==> src/rtl/avsr_pkg.sv <==
// Shared constants and types for the verify, seek and recalibrate command logic
package avsr_pkg;

  // Task-file register addresses
  localparam logic [9:0] REG_DATA = 10'h1f0;
  localparam logic [9:0] REG_FAULT = 10'h1f1;
  localparam logic [9:0] REG_COUNT = 10'h1f2;
  localparam logic [9:0] REG_SECNUM = 10'h1f3;
  localparam logic [9:0] REG_CYL_LO = 10'h1f4;
  localparam logic [9:0] REG_CYL_HI = 10'h1f5;
  localparam logic [9:0] REG_DRVHEAD = 10'h1f6;
  localparam logic [9:0] REG_OPCODE = 10'h1f7;

  // Command codes
  localparam logic [7:0] OPC_WRITE_VERIFY = 8'h3c;
  localparam logic [3:0] OPC_RECAL_HI = 4'h1;
  localparam logic [3:0] OPC_SEEK_HI = 4'h7;

  // Status bit positions
  localparam int STAT_BUSY = 7;
  localparam int STAT_READY = 6;
  localparam int STAT_SEEK_DONE = 4;
  localparam int STAT_DRQ = 3;
  localparam int STAT_ERR = 0;

  // Drive-head bit positions
  localparam int DRV_LBA = 6;
  localparam int DRV_DEV = 4;

  // Fault codes
  localparam logic [7:0] FAULT_ABORT = 8'h04;
  localparam logic [7:0] FAULT_NONE = 8'h00;

  // Reset values
  localparam logic [7:0] RST_COUNT = 8'h01;
  localparam logic [7:0] RST_SECNUM = 8'h01;
  localparam logic [7:0] RST_ZERO = 8'h00;

  // Geometry, transfer sizes and the divider's last step
  localparam logic [7:0] SECT_PER_TRACK = 8'h3f;
  localparam logic [7:0] HEAD_COUNT = 8'h10;
  localparam logic [7:0] WORD_LAST = 8'hff;
  localparam logic [4:0] DIV_LAST = 5'h1b;

  // Medium operations
  typedef enum logic [1:0] {
    MED_WRITE = 2'h0,
    MED_VERIFY = 2'h1,
    MED_SEEK = 2'h2,
    MED_RECAL = 2'h3
  } avsr_med_e;

  // Command sequencer states
  typedef enum logic [5:0] {
    S_IDLE = 6'h01,
    S_DRQ = 6'h02,
    S_CONV1 = 6'h04,
    S_CONV2 = 6'h08,
    S_WRITE = 6'h10,
    S_VERIFY = 6'h20
  } avsr_state_e;

endpackage

==> src/rtl/avsr_div_if.sv <==
// Handshake between the sequencer and the address divider
`timescale 1ns/1ps
`default_nettype none
interface avsr_div_if;
  logic start;
  logic [27:0] dividend;
  logic [7:0] divisor;
  logic done;
  logic [27:0] quotient;
  logic [7:0] remainder;

  modport master (
    output start, dividend, divisor,
    input done, quotient, remainder
  );
  modport unit (
    input start, dividend, divisor,
    output done, quotient, remainder
  );
endinterface
`default_nettype wire

==> src/rtl/avsr_divider.sv <==
// Restoring divider used for block address to cylinder and head translation
`timescale 1ns/1ps
`default_nettype none
module avsr_divider
  import avsr_pkg::*;
(
  // Clock and reset
  input wire logic clk,
  input wire logic rst_n,
  // Divider port
  avsr_div_if.unit div
);

  typedef struct packed {
    logic busy;
    logic done;
    logic [4:0] count;
    logic [27:0] quo;
    logic [7:0] rem;
    logic [7:0] dvs;
  } avsr_div_s;

  avsr_div_s s;
  avsr_div_s next_s;

  always_comb begin
    logic [8:0] tmp;
    logic [8:0] diff;
    tmp = {s.rem, s.quo[27]};
    diff = tmp - {1'b0, s.dvs};
    next_s = s;
    next_s.done = 1'b0;
    if (div.start) begin
      next_s.busy = 1'b1;
      next_s.count = 5'h00;
      next_s.quo = div.dividend;
      next_s.rem = 8'h00;
      next_s.dvs = div.divisor;
    end else if (s.busy) begin
      next_s.quo = {s.quo[26:0], 1'b0};
      if (tmp >= {1'b0, s.dvs}) begin
        next_s.rem = diff[7:0];
        next_s.quo[0] = 1'b1;
      end else begin
        next_s.rem = tmp[7:0];
      end
      next_s.count = s.count + 5'h01;
      if (s.count == DIV_LAST) begin
        next_s.busy = 1'b0;
        next_s.done = 1'b1;
      end
    end
  end

  always_ff @(posedge clk or negedge rst_n) begin
    if (!rst_n) begin
      s <= '0;
    end else begin
      s <= next_s;
    end
  end

  assign div.done = s.done;
  assign div.quotient = s.quo;
  assign div.remainder = s.rem;

endmodule
`default_nettype wire

==> src/rtl/avsr_top.sv <==
// Task-file command logic for write-with-verify, recalibrate and seek
// Operation
// - Opcode 3C starts write-with-verify, run as a normal sector write.
// - Each sector is verified right after it is written, before the next.
// - Verify reads back and checks internally; no data goes to the host.
// - Verify errors are posted in status and fault registers at command end.
// - On error end, sector count holds sectors not yet transferred.
// - At write-verify end drive-head holds mode, device bit, end head or LBA top.
// - Any opcode 1x is recalibrate; the low nibble is ignored.
// - Recalibrate sets busy, then calibrates the positioner.
// - After calibration, refresh status, clear busy, raise interrupt.
// - Recalibrate is accepted in block-address mode too.
// - Any opcode 7x is seek; the low nibble is ignored.
// - Seek moves to the cylinder registers' track and drive-head's head.
// - After seek completes, clear busy and raise interrupt.
// - The seek-complete status flag always reads 1.
// - In block-address mode seek translates the block address to cylinder/head.
// - At seek end drive-head returns mode, device bit, head or LBA top.
// - An error ending a command interrupts and leaves valid fault information.
`timescale 1ns/1ps
`default_nettype none
module avsr_top
  import avsr_pkg::*;
(
  // Clock and reset
  input wire logic clk,
  input wire logic rst_n,
  // Host task-file port
  input wire logic reg_cs,
  input wire logic reg_wr,
  input wire logic reg_rd,
  input wire logic [9:0] reg_addr,
  input wire logic [15:0] reg_wdata,
  output logic [7:0] reg_rdata,
  output logic intrq,
  // Medium and positioner port
  output logic med_req,
  output logic [1:0] med_op,
  output logic [15:0] med_cyl,
  output logic [3:0] med_head,
  output logic [7:0] med_sector,
  output logic [15:0] med_wdata,
  output logic med_wvalid,
  input wire logic med_done,
  input wire logic med_err,
  input wire logic [7:0] med_err_code
);

  typedef struct packed {
    avsr_state_e fsm;
    logic [7:0] fault_info;
    logic [7:0] sector_count;
    logic [7:0] sector_number;
    logic [7:0] cylinder_low;
    logic [7:0] cylinder_high;
    logic [7:0] drive_head;
    logic busy;
    logic drq;
    logic err;
    logic intrq;
    logic is_seek;
    logic positioning;
    logic [7:0] word_cnt;
    logic [7:0] rdata;
    logic med_req;
    avsr_med_e med_op;
    logic [15:0] med_cyl;
    logic [3:0] med_head;
    logic [7:0] med_sector;
    logic [15:0] med_wdata;
    logic med_wvalid;
    logic div_start;
    logic [27:0] div_dividend;
    logic [7:0] div_divisor;
  } avsr_top_s;

  avsr_top_s s;
  avsr_top_s next_s;
  avsr_div_if div ();

  avsr_divider u_divider (
    .clk(clk),
    .rst_n(rst_n),
    .div(div)
  );

  assign div.start = s.div_start;
  assign div.dividend = s.div_dividend;
  assign div.divisor = s.div_divisor;

  always_comb begin
    logic [27:0] lba;
    logic [27:0] lba_next;
    logic [7:0] status;
    logic [7:0] count_left;
    logic host_wr;
    logic lba_mode;
    lba = {s.drive_head[3:0], s.cylinder_high, s.cylinder_low, s.sector_number};
    lba_next = lba + 28'h000_0001;
    count_left = s.sector_count - 8'h01;
    host_wr = reg_cs && reg_wr;
    lba_mode = s.drive_head[DRV_LBA];
    status = 8'h00;
    status[STAT_BUSY] = s.busy;
    status[STAT_READY] = 1'b1;
    status[STAT_SEEK_DONE] = 1'b1;
    status[STAT_DRQ] = s.drq;
    status[STAT_ERR] = s.err;

    next_s = s;
    next_s.med_wvalid = 1'b0;
    next_s.div_start = 1'b0;

    // Host reads; status read clears the interrupt
    if (reg_cs && reg_rd) begin
      case (reg_addr)
        REG_FAULT: next_s.rdata = s.fault_info;
        REG_COUNT: next_s.rdata = s.sector_count;
        REG_SECNUM: next_s.rdata = s.sector_number;
        REG_CYL_LO: next_s.rdata = s.cylinder_low;
        REG_CYL_HI: next_s.rdata = s.cylinder_high;
        REG_DRVHEAD: next_s.rdata = s.drive_head;
        REG_OPCODE: begin
          next_s.rdata = status;
          next_s.intrq = 1'b0;
        end
        default: next_s.rdata = 8'h00;
      endcase
    end

    // Host writes to the task file while idle
    if (host_wr && !s.busy && !s.drq) begin
      case (reg_addr)
        REG_COUNT: next_s.sector_count = reg_wdata[7:0];
        REG_SECNUM: next_s.sector_number = reg_wdata[7:0];
        REG_CYL_LO: next_s.cylinder_low = reg_wdata[7:0];
        REG_CYL_HI: next_s.cylinder_high = reg_wdata[7:0];
        REG_DRVHEAD: next_s.drive_head = reg_wdata[7:0];
        REG_OPCODE: begin
          next_s.intrq = 1'b0;
          next_s.err = 1'b0;
          next_s.fault_info = FAULT_NONE;
          if (reg_wdata[7:0] == OPC_WRITE_VERIFY) begin
            // Plain sector write sequence, one sector per data phase
            next_s.is_seek = 1'b0;
            next_s.drq = 1'b1;
            next_s.word_cnt = 8'h00;
            next_s.fsm = S_DRQ;
          end else if (reg_wdata[7:4] == OPC_RECAL_HI) begin
            // Addressing mode is not looked at here
            next_s.busy = 1'b1;
            next_s.positioning = 1'b1;
            next_s.med_req = 1'b1;
            next_s.med_op = MED_RECAL;
          end else if (reg_wdata[7:4] == OPC_SEEK_HI) begin
            next_s.busy = 1'b1;
            next_s.is_seek = 1'b1;
            if (lba_mode) begin
              next_s.div_start = 1'b1;
              next_s.div_dividend = lba;
              next_s.div_divisor = SECT_PER_TRACK;
              next_s.fsm = S_CONV1;
            end else begin
              next_s.positioning = 1'b1;
              next_s.med_req = 1'b1;
              next_s.med_op = MED_SEEK;
              next_s.med_cyl = {s.cylinder_high, s.cylinder_low};
              next_s.med_head = s.drive_head[3:0];
              next_s.med_sector = s.sector_number;
            end
          end else begin
            // Unknown opcode aborts at once
            next_s.err = 1'b1;
            next_s.fault_info = FAULT_ABORT;
            next_s.intrq = 1'b1;
          end
        end
        default: ;
      endcase
    end

    // Recalibrate and seek completion
    if (s.positioning && med_done) begin
      next_s.positioning = 1'b0;
      next_s.med_req = 1'b0;
      next_s.busy = 1'b0;
      next_s.intrq = 1'b1;
      if (med_err) begin
        next_s.err = 1'b1;
        next_s.fault_info = med_err_code;
      end
    end

    case (s.fsm)
      S_IDLE: ;
      S_DRQ: begin
        // Sector words go straight to the medium
        if (host_wr && reg_addr == REG_DATA) begin
          next_s.med_wdata = reg_wdata;
          next_s.med_wvalid = 1'b1;
          next_s.word_cnt = s.word_cnt + 8'h01;
          if (s.word_cnt == WORD_LAST) begin
            next_s.drq = 1'b0;
            next_s.busy = 1'b1;
            if (lba_mode) begin
              next_s.div_start = 1'b1;
              next_s.div_dividend = lba;
              next_s.div_divisor = SECT_PER_TRACK;
              next_s.fsm = S_CONV1;
            end else begin
              next_s.med_req = 1'b1;
              next_s.med_op = MED_WRITE;
              next_s.med_cyl = {s.cylinder_high, s.cylinder_low};
              next_s.med_head = s.drive_head[3:0];
              next_s.med_sector = s.sector_number;
              next_s.fsm = S_WRITE;
            end
          end
        end
      end
      S_CONV1: begin
        if (div.done) begin
          next_s.med_sector = div.remainder + 8'h01;
          next_s.div_start = 1'b1;
          next_s.div_dividend = div.quotient;
          next_s.div_divisor = HEAD_COUNT;
          next_s.fsm = S_CONV2;
        end
      end
      S_CONV2: begin
        if (div.done) begin
          next_s.med_cyl = div.quotient[15:0];
          next_s.med_head = div.remainder[3:0];
          next_s.med_req = 1'b1;
          if (s.is_seek) begin
            next_s.med_op = MED_SEEK;
            next_s.positioning = 1'b1;
            next_s.fsm = S_IDLE;
          end else begin
            next_s.med_op = MED_WRITE;
            next_s.fsm = S_WRITE;
          end
        end
      end
      S_WRITE: begin
        if (med_done) begin
          if (med_err) begin
            // Count keeps the failed sector and those after it
            next_s.med_req = 1'b0;
            next_s.busy = 1'b0;
            next_s.err = 1'b1;
            next_s.fault_info = med_err_code;
            next_s.intrq = 1'b1;
            next_s.fsm = S_IDLE;
          end else begin
            next_s.med_op = MED_VERIFY;
            next_s.fsm = S_VERIFY;
          end
        end
      end
      S_VERIFY: begin
        if (med_done) begin
          next_s.med_req = 1'b0;
          if (med_err) begin
            next_s.busy = 1'b0;
            next_s.err = 1'b1;
            next_s.fault_info = med_err_code;
            next_s.intrq = 1'b1;
            next_s.fsm = S_IDLE;
          end else if (count_left == 8'h00) begin
            // Address registers keep the last sector written
            next_s.sector_count = count_left;
            next_s.busy = 1'b0;
            next_s.intrq = 1'b1;
            next_s.fsm = S_IDLE;
          end else begin
            next_s.sector_count = count_left;
            if (lba_mode) begin
              next_s.sector_number = lba_next[7:0];
              next_s.cylinder_low = lba_next[15:8];
              next_s.cylinder_high = lba_next[23:16];
              next_s.drive_head[3:0] = lba_next[27:24];
            end else if (s.sector_number >= SECT_PER_TRACK) begin
              next_s.sector_number = RST_SECNUM;
              if ({4'h0, s.drive_head[3:0]} >= HEAD_COUNT - 8'h01) begin
                next_s.drive_head[3:0] = 4'h0;
                {next_s.cylinder_high, next_s.cylinder_low} =
                  {s.cylinder_high, s.cylinder_low} + 16'h0001;
              end else begin
                next_s.drive_head[3:0] = s.drive_head[3:0] + 4'h1;
              end
            end else begin
              next_s.sector_number = s.sector_number + 8'h01;
            end
            next_s.busy = 1'b0;
            next_s.drq = 1'b1;
            next_s.intrq = 1'b1;
            next_s.word_cnt = 8'h00;
            next_s.fsm = S_DRQ;
          end
        end
      end
      default: next_s.fsm = S_IDLE;
    endcase
  end

  always_ff @(posedge clk or negedge rst_n) begin
    if (!rst_n) begin
      s <= '0;
      s.fsm <= S_IDLE;
      s.fault_info <= FAULT_NONE;
      s.sector_count <= RST_COUNT;
      s.sector_number <= RST_SECNUM;
      s.cylinder_low <= RST_ZERO;
      s.cylinder_high <= RST_ZERO;
      s.drive_head <= RST_ZERO;
      s.med_op <= MED_WRITE;
    end else begin
      s <= next_s;
    end
  end

  // Seek registers are left as positioned
  assign reg_rdata = s.rdata;
  assign intrq = s.intrq;
  assign med_req = s.med_req;
  assign med_op = s.med_op;
  assign med_cyl = s.med_cyl;
  assign med_head = s.med_head;
  assign med_sector = s.med_sector;
  assign med_wdata = s.med_wdata;
  assign med_wvalid = s.med_wvalid;

endmodule
`default_nettype wire

==> config.mk <==
export PLATFORM = sky130hd
export DESIGN_NAME = avsr_top
export DESIGN_NICKNAME = d
export VERILOG_FILES = /design/src/rtl/avsr_pkg.sv /design/src/rtl/avsr_div_if.sv /design/src/rtl/avsr_divider.sv /design/src/rtl/avsr_top.sv
export SDC_FILE = /design/constraint.sdc
export NUM_CORES = 1
export LEC_CHECK = 0
export ABC_AREA = 1
export BUFFER_PORTS_ARGS = -buffer_cell sky130_fd_sc_hd__buf_2
export CAP_MARGIN = 20
export CORE_ASPECT_RATIO = 1.25
export CORE_UTILIZATION = 30
export DETAILED_ROUTE_END_ITERATION = 10
export HOLD_SLACK_MARGIN = 0.12
export MAX_ROUTING_LAYER = met4
export PLACE_DENSITY = 0.5
export SETUP_SLACK_MARGIN = 0.2
export SLEW_MARGIN = 20
export SYNTH_ARGS = -nofsm -noshare
export SYNTH_HDL_FRONTEND = slang
export SYNTH_SLANG_ARGS = --single-unit
==> constraint.sdc <==
create_clock -name clk -period 2.3 [get_ports clk]
set_input_delay 0.115 -clock clk [delete_from_list [all_inputs] [get_ports clk]]
set_output_delay 0.115 -clock clk [all_outputs]
set_load 0.005 [all_outputs]
# Yosys cells after proc, flatten, opt, wreduce, memory -nomap -nowiden
# Cells that the tools add are included.
# classes
n_addsub	9
order_cmp	3
n_eq_ne	20
muxes	128
reduce_logical	14
# op_table
operator	n
31-bit 2-to-1 mux	11
37-bit 2-to-1 mux	9
8-bit 2-to-1 mux	18
85-bit 2-to-1 mux	1
10-bit by 9-bit equality test with 1-bit output, second input constant	8
37-bit one-hot mux with 2 select lines	1
68-bit 2-to-1 mux	1
32-bit 2-to-1 mux	2
14-bit 2-to-1 mux	4
8-bit one-hot mux with 7 select lines	1
24-bit 2-to-1 mux	2
6-bit 2-to-1 mux	8
8-bit one-hot mux with 2 select lines	3
46-bit 2-to-1 mux	1
43-bit 2-to-1 mux	1
41-bit 2-to-1 mux	1
20-bit one-hot mux with 2 select lines	1
6-bit one-hot mux with 6 select lines	1
16-bit 2-to-1 mux	2
28-bit by 1-bit adder with 28-bit output, second input constant	1
1-bit 2-to-1 mux	28
28-bit 2-to-1 mux	1
2-bit 2-to-1 mux	13
8-bit by 1-bit adder with 8-bit output, second input constant	3
35 further kinds	52
# word_totals
register_bits	212
in_bits	41
word_cells	206

# Logic depth before layout (Yosys ltp)
# Gate-level depths: netlist of the first run.
# logic_depth
word_depth	15
ltp_mapped	15
ltp_nobuf	14

# By module
# From an unflattened synthesis of the first run, not the netlist that was laid out.
# unflattened
cells_unflattened	2145
area_unflattened_um2	14480.1
# by_module_without_submodules
mod	n_inst	cells_per_inst	area_each_um2	seq_area_each_um2
avsr_top	1	1790	11516.0	4032.6
avsr_divider	1	355	2964.1	1276.2

# Worst setup path after synthesis of the first run
# Ideal clock, no wire load.
# synth_path
path_type	reg-to-reg
from	reg u_divider.s, in the netlist u_divider.div.remainder[1]
to	reg u_divider.s, in the netlist u_divider.div.quotient[0]
setup_ps	130
t_arrival_ps	1865
required_ps	2170
setup_slack_ps	305
path_stages_with_launch	9
n_path_buf	1
period_less_slack_ps	1995
path_cell_list	dfrtp_1 > ha_1 > nand2_1 > nor2_1 > a211oi_1 > nand2_1 > buf_2 > a22oi_1 > o21ai_0
# synth_between
elab_chain_len	4
# synth_lines
element	line_no	source
from (decl)	avsr_divider.sv:23	avsr_div_s s;
from (signal assigned)	avsr_divider.sv:59	s <= next_s;
9-bit by 8-bit >= comparator with 1-bit output	avsr_divider.sv:41	if (tmp >= {1'b0, s.dvs}) begin
1-bit 2-to-1 mux	avsr_divider.sv:41	
43-bit 2-to-1 mux	avsr_divider.sv:39	end else if (s.busy) begin
41-bit 2-to-1 mux	avsr_divider.sv:33	if (div.start) begin
# Every way passes these cells. The select of a mux whose other input is x is not followed.
# A chain may end at the register's enable or synchronous reset.

==> flow_summary_export.csv, run 1 <==
group,metric,value,unit
yosys,syn_inst,2015,
placed_design,numPortBuffers,97,
yosys,synth-seq-area-share,0.383,
grt,grt_pass1_vias,13499,
power_and_ir_drop,pwr_density_cell,521,nW/µm²
yosys,synth_top_cells_by_area,"dfrtp_1, nand2_1, o21ai_0",
grt,grt_overflow,0,
worst_setup_path,critPathLaunch,"s[156]",
grt,grt_max_degree,73,
yosys,syn-num-nets,2073,
final_layout,final_nets,2211,
worst_setup_path,worstPathMaxFanout,7,
yosys,yosysUniqueCellTypes,48,
final_layout,drive_above_1_share,0.160,
die,initial_core_util,0.306,
routing,ant_nets,0,
die,die_area,47000,µm²
die,die-height,242,µm
power_and_ir_drop,clkPwrFrac,0.511,
min_path,min_path_type,"in -> async",
power_and_ir_drop,power,8660,µW
worst_setup_path,worstPathRequired,2740,ps
power_and_ir_drop,p_int,6570,µW
clocking,htree_num_levels,1,
routing,vias,14046,
die,die_w,194,µm
sta,skew,25.0,ps
run_status,status,"finished, final reports clean",
final_layout,antennaDiodeCount,0,
routing,via_per_inst,5.11,
yosys,ys_warn_count,0,
sta,period_share,0.878,
sta,fin_crit,2020,ps
sta,hold_viol_final,0,
grt,grt_pass1_wl,82400,µm
worst_setup_path,critPathArrivalTime,2460,ps
final_layout,synthToLayoutAreaGrowth,20.0,%
final_layout,design_area,16600,µm²
clocking,clk_latency,570,ps
power_and_ir_drop,vdd_drop_max,0.000529,V
placed_design,routabilityCongestion,0.931,
worst_setup_path,cp-end-kind,"flip-flop",
power_and_ir_drop,power_frac_comb,0.045,
yosys,async_flop_share,1.00,
flow_run,drv_cap,0,
power_and_ir_drop,p_leak,0.00817,µW
die,rows,87,
power_and_ir_drop,switching_power,2100,µW
sta,relSlewSlack,0.481,
routing,drc,0,
final_layout,layout_common_cells,"nand2_1, dfrtp_1, inv_1",
final_layout,n_fill_cell,4876,
worst_setup_path,r2r_start,"s[156]",
routing,wl_per_cell,19.6,µm
yosys,synthFlopType,"dfrtp_1",
grt,antenna_found_initial,0,
clocking,cts_buffers,26,
clocking,cts.path.max_buffers,3,
power_and_ir_drop,seqPwrFrac,0.444,
routing,drt_iter0_drc,1000,
die,io_pins,98,
sta,tightest_slew,772,ps
power_and_ir_drop,power_switching_share,0.242,
worst_setup_path,r2r_setup_slack,280,ps
clocking,tritoncts,"done",
worst_setup_path,startpoint_type,"flip-flop",
yosys,synth_top_cell_area_share,0.378,
yosys,synth_top_area_cell,"dfrtp_1",
clocking,path_clk_slew,70,ps
grt,grt_util_all_layers,0.235,
placed_design,place_area,15100,µm²
yosys,synth_edf_count,0,
worst_setup_path,critical_path_class,"reg -> reg",
yosys,synth-seq-cells,212,
sta,setup_violations,0,
sta,rsz0062_at_grt,"yes",
routing,wirelength,53800,µm
placed_design,hpwl,40300,µm
final_layout,fin_util,0.367,
routing,dr.pass1.iters,5,
clocking,cts-root-buf,"clkbuf_16",
final_layout,final_common_cell,"nand2_1",
sta,slew_violations,0,
clocking,cts_sinks,212,
yosys,syn_area,13800,µm²
yosys,avgSynthCellArea,6.87,µm²
sta,tns,0,ps
sta,max_freq,495,MHz
die,core,45300,µm²
==> metrics by stage <==
stage	cells	setup WS (ps)	hold WS [ps]
finish	2750	280	123
global route	2750	128	162
CTS	2741	205	125
detailed placement	2660	85.9	124
global placement	2660	162	128
floorplan	2015	305	-181
==> state kept, by name, indices dropped and copies added (netlist names) <==
signal / cells
div.divisor: 8
div.start: 1
intrq: 1
med_head: 4
div.dividend: 28
med_wvalid: 1
med_req: 1
med_sector: 8
med_op: 2
u_divider.s: 14
med_wdata: 16
s: 67
reg_rdata: 8
u_divider.div.quotient: 28
u_divider.div.remainder: 8
med_cyl: 16
u_divider.div.done: 1
==> worst paths after layout <==
check,end,cells after the start
worst min register to register,reg_rdata[7],2
worst max-delay path,s[118],10
max in group asynchronous,s[155],3
worst min-delay path,med_cyl[0],2
worst max register to register,s[118],10
min in group clk,reg_rdata[3],5
==> critical path, cell delays in order, from the launching register on <==
cell     delay [ps]
dfrtp_2         450
nor2_4          170
nand2_2          90
inv_2            80
nand3_4         100
nor3_4          350
nand2_4         130
buf_8           160
buf_4           130
o21ai_1         130
nand2_1          80
==> power by group through the flow <==
| stage | sequential, µW | clock, µW | combinational, µW |
|---|---|---|---|
| 2_1_floorplan | 3880 | 0 | 124 |
| 3_3_place_gp | 3910 | 0 | 351 |
| 3_5_place_dp | 3910 | 0 | 355 |
| 4_1_cts | 3840 | 4510 | 396 |
| 5_1_grt | 3840 | 4650 | 436 |
| 6_report | 3840 | 4430 | 390 |
==> synth_stat cells, types with 3 or more instances <==
library cell and number:
nand2_1 642, dfrtp_1 209, inv_1 204, nor2_1 172
o21ai_0 166, nand3_1 164, a21oi_1 68, buf_4 61
o22ai_1 34, o211ai_1 33, clkbuf_1 32, nand4_1 24
buf_2 21, ha_1 16, nor3_1 16, nand2_2 15
o21ai_1 15, inv_2 14, nor2_2 12, a22oi_1 11
xor2_1 10, nor2_4 7, o221ai_1 7, nand2_4 5
nand3b_1 5, a31oi_1 4, buf_6 4, clkinv_1 4
nand3_2 4, o21a_1 4, xnor2_1 4, dfstp_2 3
nor4_1 3, o21bai_1 3
==> per-layer routing <==
layer | part of all wire | global-route usage
met1 | 0.41 | 0.287
met2 | 0.48 | 0.386
met3 | 0.059 | 0.0266
met4 | 0.051 | 0.111
met5 | 0 | -
==> cell families (layout without fill, tap and decap cells) <==
family	Yosys count	count (layout)	synth area share
compound gates	350	350	0.142
xor+xnor	14	14	0.00886
fa+ha+maj	17	17	0.0159
buf+inv	343	500	0.114
flops	212	212	0.383
simple gates	1079	1079	0.336
==> final cells by class <==
type | count | area (µm²) | share of cell area
clock buffer | 34 | 752 | 0.0452
clock inverter | 13 | 153 | 0.00918
inverter | 222 | 846 | 0.0509
multi-input combinational | 1460 | 7170 | 0.431
sequential | 212 | 5310 | 0.320
tap | 578 | 723 | 0.0435
timing repair buffer | 231 | 1670 | 0.100
==> what timing repair did <==
item	4_1_cts	5_1_grt
resized for setup	8	57
hold endpoints to repair	263	0
pin swaps	2	8
endpoints found under the setup margin	60	118
hold buffers	32	0
setup buffers	2	9
Note: power is estimated with default switching activity, not from simulation.
==> run 2, diff against run 1 <==
--- a/config.mk
+++ b/config.mk
@@ -13,7 +13,7 @@
 export DETAILED_ROUTE_END_ITERATION = 10
 export HOLD_SLACK_MARGIN = 0.12
 export MAX_ROUTING_LAYER = met4
-export PLACE_DENSITY = 0.5
+export PLACE_DENSITY = 0.52
 export SETUP_SLACK_MARGIN = 0.2
 export SLEW_MARGIN = 20
 export SYNTH_ARGS = -nofsm -noshare
==> constraint.sdc (replaced) <==
create_clock -name clk -period 1.7 [get_ports clk]
set_input_delay 0.085 -clock clk [delete_from_list [all_inputs] [get_ports clk]]
set_output_delay 0.085 -clock clk [all_outputs]
set_load 0.005 [all_outputs]
==> run 2 against run 1 <==
Worst hold slack improved by 8.9 ps. Design area rose by 26%. Sequential cell count stayed put. Clock skew fell by 14 ps. Largest power group unchanged. Final cell count grew 11%. The flow now finishes with violations (setup timing).
==> flow_summary_export.csv, run 2 (synthesis gave the netlist of run 1 again) <==
group,metric,value,unit
power_and_ir_drop,pwr_density_cell,547,nW/µm²
power_and_ir_drop,power,11500,µW
final_layout,layout_common_cells,"nand2_1, buf_4, dfrtp_1",
worst_setup_path,worstPathMaxFanout,6,
sta,period_share,1.13,
clocking,cts_buffers,25,
sta,layout_setup_ws,-214,ps
placed_design,hpwl,43200,µm
clocking,path_clk_slew,70,ps
grt,antenna_found_initial,0,
sta,slew_violations,0,
die,core,45300,µm²
final_layout,drive_above_1_share,0.371,
worst_setup_path,critPathArrivalTime,2400,ps
worst_setup_path,startpoint_type,"flip-flop",
clocking,clk_latency,550,ps
final_layout,design_area,21000,µm²
clocking,cts.path.max_buffers,3,
die,rows,87,
clocking,cts_sinks,212,
power_and_ir_drop,seqPwrFrac,0.455,
routing,wirelength,59800,µm
die,die-height,242,µm
grt,grt_util_all_layers,0.254,
final_layout,regMostFlops,"s",
die,die_area,47000,µm²
sta,setup_violations,110,
run_status,violations,"setup timing",
run_status,status,"finished with violations",
final_layout,synthToLayoutAreaGrowth,51.6,%
final_layout,final_common_cell,"nand2_1",
clocking,tritoncts,"done",
routing,ant_nets,0,
grt,grt_max_degree,54,
grt,grt_overflow,0,
grt,grt_pass1_wl,89200,µm
power_and_ir_drop,switching_power,2790,µW
clocking,cts-root-buf,"clkbuf_16",
power_and_ir_drop,power_switching_share,0.243,
worst_setup_path,worstPathRequired,2180,ps
routing,wl_per_cell,19.7,µm
worst_setup_path,cp-end-kind,"flip-flop",
die,initial_core_util,0.306,
sta,max_freq,522,MHz
power_and_ir_drop,p_int,8700,µW
die,die_w,194,µm
min_path,min_path_type,"in -> reg",
flow_run,drv_cap,0,
sta,skew,11.3,ps
power_and_ir_drop,p_leak,0.0102,µW
final_layout,antennaDiodeCount,0,
sta,relSlewSlack,0.556,
sta,tightest_slew,661,ps
die,io_pins,98,
sta,rsz0062_at_grt,"yes",
final_layout,largest_reg_flops,67,
power_and_ir_drop,vdd_drop_max,0.000743,V
routing,via_per_inst,5.08,
clocking,htree_num_levels,1,
final_layout,final_nets,2503,
worst_setup_path,critical_path_class,"reg -> reg",
routing,drc,0,
placed_design,numPortBuffers,97,
sta,hold_viol_final,0,
routing,drt_iter0_drc,1003,
routing,vias,15434,
placed_design,place_area,17200,µm²
placed_design,routabilityCongestion,0.977,
power_and_ir_drop,clkPwrFrac,0.487,
grt,grt_pass1_vias,15162,
power_and_ir_drop,power_frac_comb,0.058,
sta,fin_crit,1910,ps
routing,dr.pass1.iters,6,
run 2: path summary, 6_finish.rpt:
kind | startpoint | slack, ps | cells after the start | endpoint
max | s[93] | -210 | 12 | med_cyl[6]
min | reg_wdata[7] | 130 | 5 | s[146]
max reg2reg | s[93] | -210 | 12 | med_cyl[6]
min reg2reg | reg_rdata[4] | 470 | 2 | reg_rdata[4]
max in group asynchronous | rst_n | 380 | 4 | s[155]
min in group asynchronous | rst_n | 600 | 3 | div.dividend[17]
run 2: per-layer routing:
| layer | wire, µm | track usage | up-vias | part of all wire |
|---|---|---|---|---|
| met5 | 0 | - | - | 0 |
| met4 | 2840 | 0.113 | 0 | 0.048 |
| met3 | 2910 | 0.0228 | 145 | 0.049 |
| met2 | 30200 | 0.443 | 541 | 0.51 |
| met1 | 23800 | 0.297 | 7363 | 0.40 |
| li1 | - | - | 7385 | - |
run 2: worst max-delay path, stage by stage, from the launching register on:
cell     delay, ps
dfrtp_1        390
ha_4           160
nand2_4         60
nor2_4         140
nand3_4        120
nor2_4         150
buf_6          120
nand3_4        120
buf_6          170
nor2_4         180
buf_4          150
a21oi_2         40
nand2_1         70
run 2: final cells by class:
cell class	count	area, µm²
Clock buffer	34	689
Clock inverter	11	135
Fill cell	4451	24300
Inverter	222	926
Multi-Input combinational cell	1465	8770
Sequential cell	212	5310
Tap cell	578	723
Timing Repair Buffer	515	4390
Timing Repair inverter	4	47.5
run 2: what timing repair did:
| item | CTS | global route |
|---|---|---|
| hold buffers | 32 | 0 |
| endpoints found under the setup margin | 160 | 176 |
| pin swaps | 93 | 80 |
| gates cloned | 12 | 2 |
| hold endpoints to repair | 264 | 0 |
| gates resized for setup | 272 | 192 |
| setup buffers | 45 | 26 |
run 2: per-stage QoR:
| step | std cells | setup TNS (ps) | setup WS [ps] | utilization | hold WS (ps) |
|---|---|---|---|---|---|
| detailed placement | 2879 | -21950 | -303 | 0.379 | 55.0 |
| global route | 3041 | -23650 | -324 | 0.464 | 184 |
| floorplan | 2015 | -657 | -38.5 | - | -211 |
| global placement | 2879 | -17000 | -290 | 0.379 | 52.5 |
| finish | 3041 | -13140 | -214 | 0.464 | 132 |
| CTS | 3013 | -9940 | -183 | 0.441 | 122 |
run 2: power by group through the flow:
stage	combinational (µW)	clock (µW)	sequential, µW
detailed placement	548	0	5300
CTS	643	5690	5220
floorplan	174	0	5260
finish	661	5600	5230
global placement	540	0	5300
global route	736	5860	5230
